==> config.mk <==
export PLATFORM = sky130hd
export DESIGN_NAME = gpk_port
export DESIGN_NICKNAME = d
export VERILOG_FILES = /design/src/rtl/gpk_sync.v /design/src/rtl/gpk_port.v
export VERILOG_INCLUDE_DIRS = /design/src /design/src/rtl
export SDC_FILE = /design/constraint.sdc
export NUM_CORES = 1
export LEC_CHECK = 0
export BUFFER_PORTS_ARGS = -buffer_cell sky130_fd_sc_hd__buf_2
export CORE_MARGIN = 2
export CORE_UTILIZATION = 37
export DETAILED_ROUTE_END_ITERATION = 8
export MAX_ROUTING_LAYER = met4
export PLACE_DENSITY = 0.54
export SYNTH_ARGS = -nofsm -noshare
export SYNTH_HDL_FRONTEND = slang
export SYNTH_SLANG_ARGS = --single-unit
==> constraint.sdc <==
create_clock -name pclk -period 1.9 [get_ports pclk]
set_input_delay 0.095 -clock pclk [delete_from_list [all_inputs] [get_ports pclk]]
set_output_delay 0.095 -clock pclk [all_outputs]
set_load 0.005 [all_outputs]
==> src/rtl/gpk_defines.vh <==
`ifndef GPK_DEFINES_VH
`define GPK_DEFINES_VH

// Register byte offsets
`define GPK_OFF_DATA    12'h000
`define GPK_OFF_DIR     12'h004
`define GPK_OFF_PULL    12'h008
`define GPK_OFF_SLEW    12'h00c
`define GPK_OFF_DRIVE   12'h010
`define GPK_OFF_IRQSC   12'h014
`define GPK_OFF_IRQSEL  12'h018
`define GPK_OFF_IRQPOL  12'h01c
`define GPK_OFF_PINLVL  12'h020
`define GPK_OFF_PWR     12'h024

// Interrupt status and control fields
`define GPK_SC_MODE     0
`define GPK_SC_IE       1
`define GPK_SC_ACK      2
`define GPK_SC_FLAG     3

// Power status fields
`define GPK_PWR_FLAG    0
`define GPK_PWR_ACK     1

// Reset values
`define GPK_RST_BYTE    8'h00
`define GPK_RST_SLEW    8'hff

// Pins that have no input buffer
`define GPK_OUT_ONLY    8'h00

// Unused read bits
`define GPK_RD_ZERO     32'h0000_0000

`endif

==> src/rtl/gpk_sync.v <==
module gpk_sync (
    input  wire       pclk,
    input  wire       presetn,
    input  wire       ce,
    input  wire [7:0] raw,
    output reg  [7:0] stable
);

    reg [7:0] s1;
    reg [7:0] s2;
    reg [7:0] s3;

    // Three stages; value accepted once stages two and three agree
    always @(posedge pclk or negedge presetn)
    begin
        if (!presetn)
        begin
            s1     <= 8'h00;
            s2     <= 8'h00;
            s3     <= 8'h00;
            stable <= 8'h00;
        end
        else if (ce)
        begin
            s1     <= raw;
            s2     <= s1;
            s3     <= s2;
            stable <= (s2 & s3) | (stable & (s2 ^ s3));
        end
    end

endmodule // gpk_sync

==> src/rtl/gpk_port.v <==
// Operation
// - Direction bit enables output buffer and picks data-read source.
// - Input buffer always on except analog function or output-only pin; pad_ie resets to 0 and stays off until the first enabled clock after reset.
// - Shared digital function drives output enable; direction still picks read source.
// - Analog function disables both buffers; input-direction read returns 0.
// - Analog function wins over alternate digital function on a pin.
// - Pull enable works, but is forced off for outputs or analog pins.
// - Slew limit reaches the pad only for pins driving as outputs.
// - High-drive bit requests stronger pad drive for that pin.
// - Port pins serve as interrupt inputs and low-power wake sources.
// - Per-pin select bit; only selected pins join interrupt detection.
// - Port mode bit picks edge-only or edge-and-level sensitivity.
// - Per-pin polarity chooses falling/low or rising/high as asserted.
// - Edges found synchronously: one cycle sample then opposite next cycle.
// - Edge counts only after enabled input first seen deasserted.
// - Edge-only: edge sets flag; request when flag and enable set.
// - Edge-only: writing 1 to acknowledge clears the flag.
// - Edge-and-level: edge or asserted level sets flag, gated by enable.
// - Edge-and-level: acknowledge clears only when all enabled pins deasserted.
// - Interrupt pins with pull on: polarity 0 pull-up, 1 pull-down.
// - Partial power-down holds pin latches; software checks flag, acknowledges.
// - Retained sleep keeps all state and resumes at once.
// - Reset disables shared functions and makes every pin an input.
// - Enabled peripheral overrides general-purpose function on shared pin.
// - Output-pin data read returns last written value.
//
// The address map and register access over APB were decided locally.
`include "gpk_defines.vh"

module gpk_port (
    input  wire        pclk,
    input  wire        presetn,
    input  wire        ce,
    input  wire        psel,
    input  wire        penable,
    input  wire        pwrite,
    input  wire [11:0] paddr,
    input  wire [31:0] pwdata,
    output reg  [31:0] prdata,
    output reg         pready,
    output reg         pslverr,
    input  wire [7:0]  pad_in,
    output reg  [7:0]  pad_out,
    output reg  [7:0]  pad_oe,
    output reg  [7:0]  pad_ie,
    output reg  [7:0]  pad_pull_en,
    output reg  [7:0]  pad_pull_up,
    output reg  [7:0]  pad_slew,
    output reg  [7:0]  pad_drive_hi,
    input  wire [7:0]  alt_en,
    input  wire [7:0]  alt_oe,
    input  wire [7:0]  alt_out,
    input  wire [7:0]  analog_en,
    input  wire        io_hold,
    input  wire        powerdown_wake,
    output reg         irq_req,
    output reg         wake_req
);

    reg  [7:0]  data_out;
    reg  [7:0]  pin_dir;
    reg  [7:0]  pull_enable_reg;
    reg  [7:0]  slew_limit;
    reg  [7:0]  high_drive;
    reg  [7:0]  irq_pin_select_reg;
    reg  [7:0]  irq_polarity_reg;
    reg         irq_detect_mode;
    reg         irq_enable;
    reg         irq_flag;
    reg         partial_powerdown_flag;
    reg  [7:0]  prev_asserted;
    reg  [7:0]  prev_select;
    wire [7:0]  pin_level;

    reg  [7:0]  next_out;
    reg  [7:0]  next_oe;
    reg  [7:0]  next_ie;
    reg  [7:0]  next_pull_en;
    reg  [7:0]  next_pull_up;
    reg  [7:0]  next_slew;
    reg  [31:0] next_rdata;
    reg         next_err;

    wire [7:0]  asserted;
    wire [7:0]  edge_hit;
    wire        level_hit;
    wire        flag_set;
    wire        wr_go;
    wire        ack_wr;
    wire        ppd_ack_wr;
    wire [7:0]  data_rd;

    function hit;
        input [11:0] a;
        input [11:0] off;
        begin
            hit = (a == off);
        end
    endfunction

    gpk_sync u_sync (
        .pclk    (pclk),
        .presetn (presetn),
        .ce      (ce),
        .raw     (pad_in),
        .stable  (pin_level)
    );

    // Asserted level per pin, polarity 1 = high
    assign asserted  = ~(pin_level ^ irq_polarity_reg);
    // Edge: deasserted sample while selected, then asserted sample
    assign edge_hit  = irq_pin_select_reg & prev_select & ~prev_asserted
                       & asserted;
    assign level_hit = irq_detect_mode & |(irq_pin_select_reg & asserted);
    assign flag_set  = |edge_hit | level_hit;

    assign wr_go      = psel & penable & pready & pwrite;
    assign ack_wr     = wr_go & hit(paddr, `GPK_OFF_IRQSC) & pwdata[`GPK_SC_ACK];
    assign ppd_ack_wr = wr_go & hit(paddr, `GPK_OFF_PWR) & pwdata[`GPK_PWR_ACK];

    // Data read source
    assign data_rd = (pin_dir & data_out) | (~pin_dir & next_ie & pin_level);

    // Pad control
    always @*
    begin
        next_ie      = ~analog_en & ~(`GPK_OUT_ONLY);
        next_oe      = ~analog_en & ((alt_en & alt_oe) | (~alt_en & pin_dir));
        next_out     = (alt_en & alt_out) | (~alt_en & data_out);
        next_pull_en = pull_enable_reg & ~next_oe & ~analog_en;
        next_pull_up = ~(irq_pin_select_reg & irq_polarity_reg);
        next_slew    = slew_limit & next_oe;
    end

    // Read mux and decode
    always @*
    begin
        next_rdata = `GPK_RD_ZERO;
        next_err   = 1'b0;
        if (hit(paddr, `GPK_OFF_DATA))
            next_rdata[7:0] = data_rd;
        else if (hit(paddr, `GPK_OFF_DIR))
            next_rdata[7:0] = pin_dir;
        else if (hit(paddr, `GPK_OFF_PULL))
            next_rdata[7:0] = pull_enable_reg;
        else if (hit(paddr, `GPK_OFF_SLEW))
            next_rdata[7:0] = slew_limit;
        else if (hit(paddr, `GPK_OFF_DRIVE))
            next_rdata[7:0] = high_drive;
        else if (hit(paddr, `GPK_OFF_IRQSC))
        begin
            next_rdata[`GPK_SC_MODE] = irq_detect_mode;
            next_rdata[`GPK_SC_IE]   = irq_enable;
            next_rdata[`GPK_SC_FLAG] = irq_flag;
        end
        else if (hit(paddr, `GPK_OFF_IRQSEL))
            next_rdata[7:0] = irq_pin_select_reg;
        else if (hit(paddr, `GPK_OFF_IRQPOL))
            next_rdata[7:0] = irq_polarity_reg;
        else if (hit(paddr, `GPK_OFF_PINLVL))
            next_rdata[7:0] = pin_level;
        else if (hit(paddr, `GPK_OFF_PWR))
            next_rdata[`GPK_PWR_FLAG] = partial_powerdown_flag;
        else
            next_err = 1'b1;
    end

    // APB handshake: one wait state
    always @(posedge pclk or negedge presetn)
    begin
        if (!presetn)
        begin
            pready  <= 1'b0;
            prdata  <= `GPK_RD_ZERO;
            pslverr <= 1'b0;
        end
        else if (ce)
        begin
            pready  <= psel & penable & ~pready;
            pslverr <= psel & penable & ~pready & next_err;
            if (psel & penable & ~pready & ~pwrite)
                prdata <= next_rdata;
        end
    end

    // Software registers
    always @(posedge pclk or negedge presetn)
    begin
        if (!presetn)
        begin
            data_out           <= `GPK_RST_BYTE;
            pin_dir            <= `GPK_RST_BYTE;
            pull_enable_reg    <= `GPK_RST_BYTE;
            slew_limit         <= `GPK_RST_SLEW;
            high_drive         <= `GPK_RST_BYTE;
            irq_pin_select_reg <= `GPK_RST_BYTE;
            irq_polarity_reg   <= `GPK_RST_BYTE;
            irq_detect_mode    <= 1'b0;
            irq_enable         <= 1'b0;
        end
        else if (ce & wr_go)
        begin
            if (hit(paddr, `GPK_OFF_DATA))
                data_out <= pwdata[7:0];
            else if (hit(paddr, `GPK_OFF_DIR))
                pin_dir <= pwdata[7:0];
            else if (hit(paddr, `GPK_OFF_PULL))
                pull_enable_reg <= pwdata[7:0];
            else if (hit(paddr, `GPK_OFF_SLEW))
                slew_limit <= pwdata[7:0];
            else if (hit(paddr, `GPK_OFF_DRIVE))
                high_drive <= pwdata[7:0];
            else if (hit(paddr, `GPK_OFF_IRQSC))
            begin
                irq_detect_mode <= pwdata[`GPK_SC_MODE];
                irq_enable      <= pwdata[`GPK_SC_IE];
            end
            else if (hit(paddr, `GPK_OFF_IRQSEL))
                irq_pin_select_reg <= pwdata[7:0];
            else if (hit(paddr, `GPK_OFF_IRQPOL))
                irq_polarity_reg <= pwdata[7:0];
        end
    end

    // Interrupt detection and flag; set wins over acknowledge
    always @(posedge pclk or negedge presetn)
    begin
        if (!presetn)
        begin
            prev_asserted <= 8'h00;
            prev_select   <= 8'h00;
            irq_flag      <= 1'b0;
            irq_req       <= 1'b0;
            wake_req      <= 1'b0;
        end
        else if (ce)
        begin
            prev_asserted <= asserted;
            prev_select   <= irq_pin_select_reg;
            if (flag_set)
                irq_flag <= 1'b1;
            else if (ack_wr)
                irq_flag <= 1'b0;
            irq_req  <= (irq_flag | flag_set) & irq_enable;
            wake_req <= (irq_flag | flag_set) & irq_enable;
        end
    end

    // Partial power-down recovery flag
    always @(posedge pclk or negedge presetn)
    begin
        if (!presetn)
            partial_powerdown_flag <= 1'b0;
        else if (ce)
        begin
            if (powerdown_wake)
                partial_powerdown_flag <= 1'b1;
            else if (ppd_ack_wr)
                partial_powerdown_flag <= 1'b0;
        end
    end

    // Pad outputs; frozen while held through partial power-down
    always @(posedge pclk or negedge presetn)
    begin
        if (!presetn)
        begin
            pad_out      <= 8'h00;
            pad_oe       <= 8'h00;
            pad_ie       <= 8'h00;
            pad_pull_en  <= 8'h00;
            pad_pull_up  <= 8'hff;
            pad_slew     <= 8'h00;
            pad_drive_hi <= 8'h00;
        end
        else if (ce & ~io_hold)
        begin
            pad_out      <= next_out;
            pad_oe       <= next_oe;
            pad_ie       <= next_ie;
            pad_pull_en  <= next_pull_en;
            pad_pull_up  <= next_pull_up;
            pad_slew     <= next_slew;
            pad_drive_hi <= high_drive;
        end
    end

endmodule // gpk_port

**Word-level counts from Yosys, hierarchy flattened**

Cells that the tools add are included.
Widths: inputs -> output; s select.

- $add $sub $neg: 0
- Multipliers: 0
- Divide/modulo/power cells: 0
- Order comparisons: 0
- Equality and inequality tests: 9
- Shifts and indexed selects: 0
- Muxes and demuxes: 28
- Bitwise logic cells: 57
- Reductions and logical operators: 16

Operators with widths:

| cell | count |
|---|---|
| $and 8x8->8 | 18 |
| $mux 8 | 7 |
| $not 8->8 | 7 |
| $eq 12x5->1 const B | 4 |
| $or 8x8->8 | 4 |
| $eq 12x4->1 const B | 2 |
| $eq 12x6->1 const B | 2 |
| $mux 1 | 18 |
| $reduce_or 8->1 | 2 |
| $xor 8x8->8 | 2 |
| $and 1x1->1 | 14 |
| $eq 12x3->1 const B | 1 |
| $logic_not 12->1 | 1 |
| $not 1->1 | 10 |
| $reduce_and 9->1 | 1 |
| $reduce_and 2->1 | 4 |
| $reduce_and 8->1 | 1 |
| $mux 7 | 1 |
| $reduce_and 7->1 | 1 |
| $reduce_and 6->1 | 1 |
| $reduce_and 5->1 | 1 |
| $mux 4 | 1 |
| $reduce_and 4->1 | 1 |
| $reduce_bool 2->1 | 2 |
| 3 further kinds | 4 |

- Bits in registers: 175
- Latch bits: 0
- Bits in writable memories: 0
- ROM bits: 0
- Bits of input ports: 92
- Output and inout bits: 92
- Memories: 0

**Logic depth before layout (Yosys ltp)**

Gate-level depths: netlist of the first run.

- Depth after elaboration: 12
- Gate-level depth with buffers: 8
- Depth with buffers taken out: 5

**Cells and area by module**

Synthesis of the first run repeated with hierarchy kept, for this count alone.

- Cells, all modules: 741
- Area total of the unflattened synthesis: 8254.2 um^2

Modules (own cells, without submodules):

| module | instances | cells each | area each (um^2) | sequential area each (um^2) |
|---|---|---|---|---|
| gpk_port | 1 | 657 | 6917.9 | 3598.5 |
| gpk_sync | 1 | 84 | 1336.3 | 800.8 |

**Worst setup path before layout of the first run**

OpenSTA, ideal clock, no wires.

- Path kind: register -> register
- Start: reg pready
- End: reg irq_polarity_reg[0]
- Data arrival time: 1595 ps
- Path slack: 178 ps
- Cell stages (with the launch flop): 7
- Path buffers: 1
- Period minus slack after synthesis: 1722 ps
- Cells stage by stage: dfrtp_1 and2_1 and4_1 and2_4 and3_1 buf_4 mux2_1

- Cells in the longest elaborated chain, start to end: 4

RTL lines:

| what | RTL line | RTL |
|---|---|---|
| start, declared | gpk_port.v:40 | `output reg pready,` |
| start signal, assigned | gpk_port.v:179 | `pready <= psel & penable & ~pready;` |
| $and 1x1->1 (2 in a row) | gpk_port.v:117 | `assign wr_go = psel & penable & pready & pwrite;` |
| $and 1x1->1 | gpk_port.v:201 | `else if (ce & wr_go)` |
| $reduce_and 9->1 (no line) | n/a |  |
| end signal, assigned | gpk_port.v:197 | `` irq_polarity_reg <= `GPK_RST_BYTE; `` |
| end signal, assigned | gpk_port.v:221 | `irq_polarity_reg <= pwdata[7:0];` |
| end, declared | gpk_port.v:66 | `reg [7:0] irq_polarity_reg;` |

Every way passes these cells.
A chain may end at the register's enable or synchronous reset.

**Worst setup path in the final report of the first run**

- Start: in ce
- End: reg irq_polarity_reg[0]

- Cells in the longest elaborated chain, start to end: 2

RTL lines:

| what | RTL line | RTL |
|---|---|---|
| start, declared | gpk_port.v:33 | `input wire ce,` |
| $and 1x1->1 | gpk_port.v:201 |  |
| $reduce_and 9->1 (no line) | n/a |  |

Every way passes these cells.

==> flow_metrics.env, run 1 <==
export IMPL_synthMuxAreaShare_pct=16.4
export IMPL_yosys_register_bits=175
export IMPL_insertion_delay_ns=0.43
export IMPL_period_needed_ns=1.82
export IMPL_yosys_area_share_simple_pct=12.7
export IMPL_hpwl_um=16600
export IMPL_required_ns=2.21
export IMPL_slowest_delay_ns=0.52
export IMPL_ir_drop_mv=0.518
export IMPL_synth_ff_type="dfrtp_1"
export IMPL_run_status="completed"
export IMPL_avgSynthCellArea_um2=11.2
export IMPL_final_common_cell="dfrtp_1"
export IMPL_rsz0062_at_grt="no"
export IMPL_min_path_type="in -> reg"
export IMPL_gr_usage_met2_pct=30.4
export IMPL_crit_path_end_kind="flip-flop"
export IMPL_cts_inserted_buffers=17
export IMPL_r2r_start="pready"
export IMPL_clock_root_buffer="clkbuf_16"
export IMPL_crit_start="ce"
export IMPL_setup_tns_ns=0
export IMPL_firstDrtPassIters=5
export IMPL_grt_pass1_vias=6123
export IMPL_post_route_period_util_pct=95.6
export IMPL_rows=54
export IMPL_wire_per_inst_um=18.6
export IMPL_postLayoutCoreUtil_pct=47.3
export IMPL_design_area_mm2=0.0104
export IMPL_critPathArrivalTime_ns=2.12
export IMPL_skew_ns=0.0107
export IMPL_cpMostUsedCell="and3_1"
export IMPL_cts_setup_buffers=0
export IMPL_cts_tree="yes"
export IMPL_grt_total_usage_pct=20.2
export IMPL_area_growth_pct=24.7
export IMPL_dieArea_mm2=0.0237
export IMPL_synth_warnings=0
export IMPL_p_leak_nw=5.00
export IMPL_cp_slowest_cell="dlygate4sd3_1"
export IMPL_hold_ws_ns=0.0181
export IMPL_synthCells=744
export IMPL_dpl_cell_area_mm2=0.00944
export IMPL_routed_via_count=6312
export IMPL_start_util_pct=37.9
export IMPL_clk_path_buf_depth=2
export IMPL_r2r_end="irq_polarity_reg[0]"
export IMPL_maxCapViolations=0
export IMPL_synth_cell_area_mm2=0.00832
export IMPL_async_flop_share_pct=100
export IMPL_grt_max_degree=71
export IMPL_synthDistinctLibCells=60
export IMPL_critical_path_class="in -> reg"
export IMPL_crit_end="irq_polarity_reg[0]"
export IMPL_vias_per_cell=5.17
export IMPL_fp_dieW_um=154
export IMPL_synthAdderAreaFrac_pct=1.20
export IMPL_synth_compound_area_share_pct=11.0
export IMPL_drt_initial_drc_count=403
export IMPL_worst_slew_pin_slew_ns=0.736
export IMPL_nets=1024
export IMPL_r2r_slack_ns=0.18
export IMPL_ff2ff_path_depth=6
export IMPL_drc=0
export IMPL_routed_wl_um=22700
export IMPL_yosysSeqAreaShare_pct=52.9
export IMPL_top_usage_layer="met2"
export IMPL_finalSetupViolCount=0
export IMPL_hold_viol_final=0
export IMPL_antenna_found_initial=3
export IMPL_ant_nets=0
export IMPL_powerDensity_mw_per_mm2=871
export IMPL_layout_common_cells="dfrtp_1 (159), buf_2 (134), nand2_1 (100)"
export IMPL_synthXorXnorAreaFrac_pct=0.842
export IMPL_core_mm2=0.0220
export IMPL_grt_pass1_wl_um=35800
export IMPL_start_kind="input port"
export IMPL_met3_usage_pct=4.17
export IMPL_crit_chain="dlygate4sd3_1 > buf_2 > and3_1 > and4_4 > and2_4 > and3_1 > buf_12 > mux2_1"
export IMPL_synth_edff_count=0
export IMPL_cts_reportedPaths_clkPinSlew_ns=0.07
export IMPL_final_layout_size_suffix_gt1_share_pct=34.5
export IMPL_cp_max_fo=8
export IMPL_synth_top_family_by_area="multiplexers"
export IMPL_grt_overflow_total=0
export IMPL_pre_cts_slack_ns=0.0451
export IMPL_pin_count=184
export IMPL_cts_htree_levels=4
export IMPL_fmax_ghz=0.551
export IMPL_use_met1_pct=27.7
export IMPL_relSlewSlack_pct=51.0
export IMPL_clkSinkCount=175
export IMPL_report_final_slew_viol_count=0
export IMPL_io_buffers=135
export IMPL_finalWorstSetupSlack_ns=0.0842
export IMPL_globalplace_congestion=0.841
export IMPL_die_h_um=154
Yosys cell counts, drive strengths merged, types with 6 or more instances:
cell	n	area [um2]
nand2	102	388
buf	42	279
inv	12	45.0
mux2i	24	240
nand4b	8	70.1
nor2	31	124
ha	8	100
nand3b	6	45.0
a22oi	9	67.6
nor3	7	46.3
clkbuf	21	80.1
a21oi	16	80.1
a22o	12	105
xnor2	8	70.1
mux2	100	1130
nand2b	17	106
nand3	12	65.1
dfrtp	159	3980
o21ai	53	265
a31oi	14	87.6
dfstp	16	420
cell type report:
class,instances,area [um2]
Antenna cell,3,7.51
Clock buffer,18,439
Clock inverter,14,175
Fill cell,2070,11600
Inverter,12,45.0
Multi-Input combinational cell,517,3620
Sequential cell,175,4400
Tap cell,280,350
Timing Repair Buffer,201,1350
what timing repair did:
action,4_1_cts,5_1_grt
hold buffers,32,0
setup endpoints to repair,0,14
hold endpoints to repair,78,0
gates resized for setup,0,2
power by group:
part	internal (mW)	switching, mW
combinational	0.567	0.563
clock	1.93	1.70
sequential	4.01	0.272
layer usage:
metal,vias up,routed length (um)
met4,0,396
met5,-,0
met2,176,10500
met3,35,1060
li1,2987,-
met1,3114,10700
worst min-delay path by stage:
stage,cells past startpoint,slack [ns],startpoint,end
CTS,3,0.0007,alt_en[5],pad_out[5]
floorplan,0,-0.20,presetn,data_out[0]
finish,3,0.02,alt_en[5],pad_out[5]
global placement,1,0.07,presetn,pad_out[2]
global route,3,0.01,alt_en[0],pad_out[0]
detailed placement,1,0.07,presetn,pad_out[7]
critical path: cells and delay by family:
kind / cells / cell delay [ns]
simple gates: 4 / 0.89
buf+inv: 3 / 0.81
mux: 1 / 0.32
metrics by stage:
| step | instances | power, mW |
|---|---|---|
| after detailed placement | 1153 | 5.45 |
| final | 1220 | 9.04 |
| after global placement | 1153 | 5.43 |
| after global routing | 1220 | 9.47 |
| after CTS | 1217 | 9.13 |
| after floorplan | 767 | 4.92 |
kinds of logic (layout without fill, tap and decap cells):
kind of cell | count (synthesis) | after routing
DFF | 175 | 175
AOI/OAI and AO/OA | 142 | 142
adders and majority gates | 8 | 8
and+or+nand+nor | 211 | 211
other | 1 | 27
buffers and inverters | 75 | 245
xor gates and xnor gates | 8 | 8
muxes | 124 | 124
Power figures use the tool's default switching activity.
==> run 2, diff against run 1 <==
==> constraint.sdc (replaced) <==
create_clock -name pclk -period 1.9 [get_ports pclk]
set_input_delay 0.38 -clock pclk [delete_from_list [all_inputs] [get_ports pclk]]
set_output_delay 0.38 -clock pclk [all_outputs]
set_load 0.005 [all_outputs]
==> run 2 against run 1 <==
  * Setup slack better by 0.0028 ns
  * Critical path depth down 2
  * Non-clock buffer count down 2
  * Die area unchanged
  * Sequential power about the same
  * Total power down 1.6%
  * Highest routed layer unchanged
==> flow_metrics.env, run 2 (synthesis results as in run 1) <==
export IMPL_nets=1022
export IMPL_ff_latch_area_mm2=0.00440
export IMPL_hold_path_depth=2
export IMPL_fmax_ghz=0.552
export IMPL_hold_viol_final=0
export IMPL_finalWorstSetupSlack_ns=0.0871
export IMPL_globalplace_congestion=0.843
export IMPL_pin_count=184
export IMPL_cts_htree_levels=4
export IMPL_final_layout_size_suffix_gt1_share_pct=37.4
export IMPL_start_kind="flip-flop"
export IMPL_pre_cts_slack_ns=-0.217
export IMPL_core_mm2=0.0220
export IMPL_drc=0
export IMPL_finalSetupViolCount=0
export IMPL_routed_wl_um=22600
export IMPL_area_growth_pct=23.5
export IMPL_multi_input_area_mm2=0.00362
export IMPL_rsz0062_at_grt="no"
export IMPL_worst_slew_pin_slew_ns=0.611
export IMPL_hpwl_um=16900
export IMPL_cts_reportedPaths_clkPinSlew_ns=0.07
export IMPL_clkSinkCount=175
export IMPL_die_h_um=154
export IMPL_start_util_pct=37.9
export IMPL_critical_path_class="reg -> reg"
export IMPL_grt_total_usage_pct=20.4
export IMPL_antenna_found_initial=3
export IMPL_grt_pass1_vias=6253
export IMPL_cts_setup_buffers=0
export IMPL_p_leak_nw=5.01
export IMPL_wire_per_inst_um=18.6
export IMPL_relSlewSlack_pct=59.3
export IMPL_dieArea_mm2=0.0237
export IMPL_r2r_slack_ns=0.09
export IMPL_layout_common_cells="dfrtp_1 (159), buf_2 (134), nand2_1 (100)"
export IMPL_required_ns=2.21
export IMPL_cp_max_fo=8
export IMPL_rows=54
export IMPL_cts_hold_buffers=1
export IMPL_grt_max_degree=56
export IMPL_vias_per_cell=5.11
export IMPL_ant_nets=0
export IMPL_postLayoutCoreUtil_pct=46.8
export IMPL_powerDensity_mw_per_mm2=865
export IMPL_period_needed_ns=1.81
export IMPL_final_common_cell="dfrtp_1"
export IMPL_post_route_period_util_pct=95.4
export IMPL_crit_path_end_kind="flip-flop"
export IMPL_firstDrtPassIters=5
export IMPL_maxCapViolations=0
export IMPL_skew_ns=0.00883
export IMPL_grt_overflow_total=0
export IMPL_routed_via_count=6219
export IMPL_cts_tree="yes"
export IMPL_critPathArrivalTime_ns=2.12
export IMPL_clk_path_buf_depth=2
export IMPL_fill_cells=2084
export IMPL_clock_root_buffer="clkbuf_16"
export IMPL_cts_resized_gates=0
export IMPL_ir_drop_mv=0.542
export IMPL_cts_inserted_buffers=17
export IMPL_report_final_slew_viol_count=0
export IMPL_io_buffers=135
export IMPL_insertion_delay_ns=0.43
export IMPL_drt_initial_drc_count=378
export IMPL_grt_pass1_wl_um=36000
export IMPL_fp_dieW_um=154
export IMPL_min_path_type="in -> reg"
export IMPL_run_status="completed"
export IMPL_ff2ff_path_depth=6
==> run 2: final timing paths <==
path                              from              to
max reg2reg                     pready   high_drive[1]
max                             pready   high_drive[1]
max in group asynchronous      presetn  pad_pull_up[4]
min                          pad_in[5]    u_sync.s1[5]
min in group asynchronous      presetn      pad_out[2]
min reg2reg                pad_slew[3]     pad_slew[3]
==> run 2: metrics by stage <==
step                hold slack (ns)  cell area [um2]  TNS [ns]  total power, mW  cells
global placement              0.374             9680     -7.69             5.47   1182
floorplan                    0.0844             8410         0             4.92    767
detailed placement            0.378             9680     -8.38             5.49   1182
CTS                           0.165            10300         0             9.00   1215
finish                        0.181            10300         0             8.90   1218
global route                  0.163            10300         0             9.35   1218
==> run 2: final cells by class <==
| type | instances | share of cell area, % |
|---|---|---|
| Clock inverter | 14 | 1.50 |
| Multi-Input combinational cell | 517 | 35.2 |
| Tap cell | 280 | 3.41 |
| Timing Repair Buffer | 199 | 12.4 |
| Inverter | 12 | 0.438 |
| Clock buffer | 18 | 4.18 |
| Antenna cell | 3 | 0.0730 |
| Sequential cell | 175 | 42.8 |
==> run 2: worst max-delay path, cell delays in order (launching register included) <==
cell	delay [ns]
dfrtp_1	0.37
and2_1	0.15
and4_1	0.26
and2_4	0.18
buf_4	0.12
nand2_2	0.23
mux2_2	0.37
==> run 2: power by group <==
group	internal [mW]	switching, mW	leakage (nW)
combinational	0.558	0.562	2.48
sequential	4.01	0.281	2.26
clock	1.86	1.62	0.271
==> run 2: layer usage <==
layer,track usage (%),vias to the layer above,wire length (um)
met5,-,-,0
met4,4.76,0,271
met3,4.74,23,1170
met2,32.2,148,10600
met1,26.9,3065,10600
li1,-,2983,-
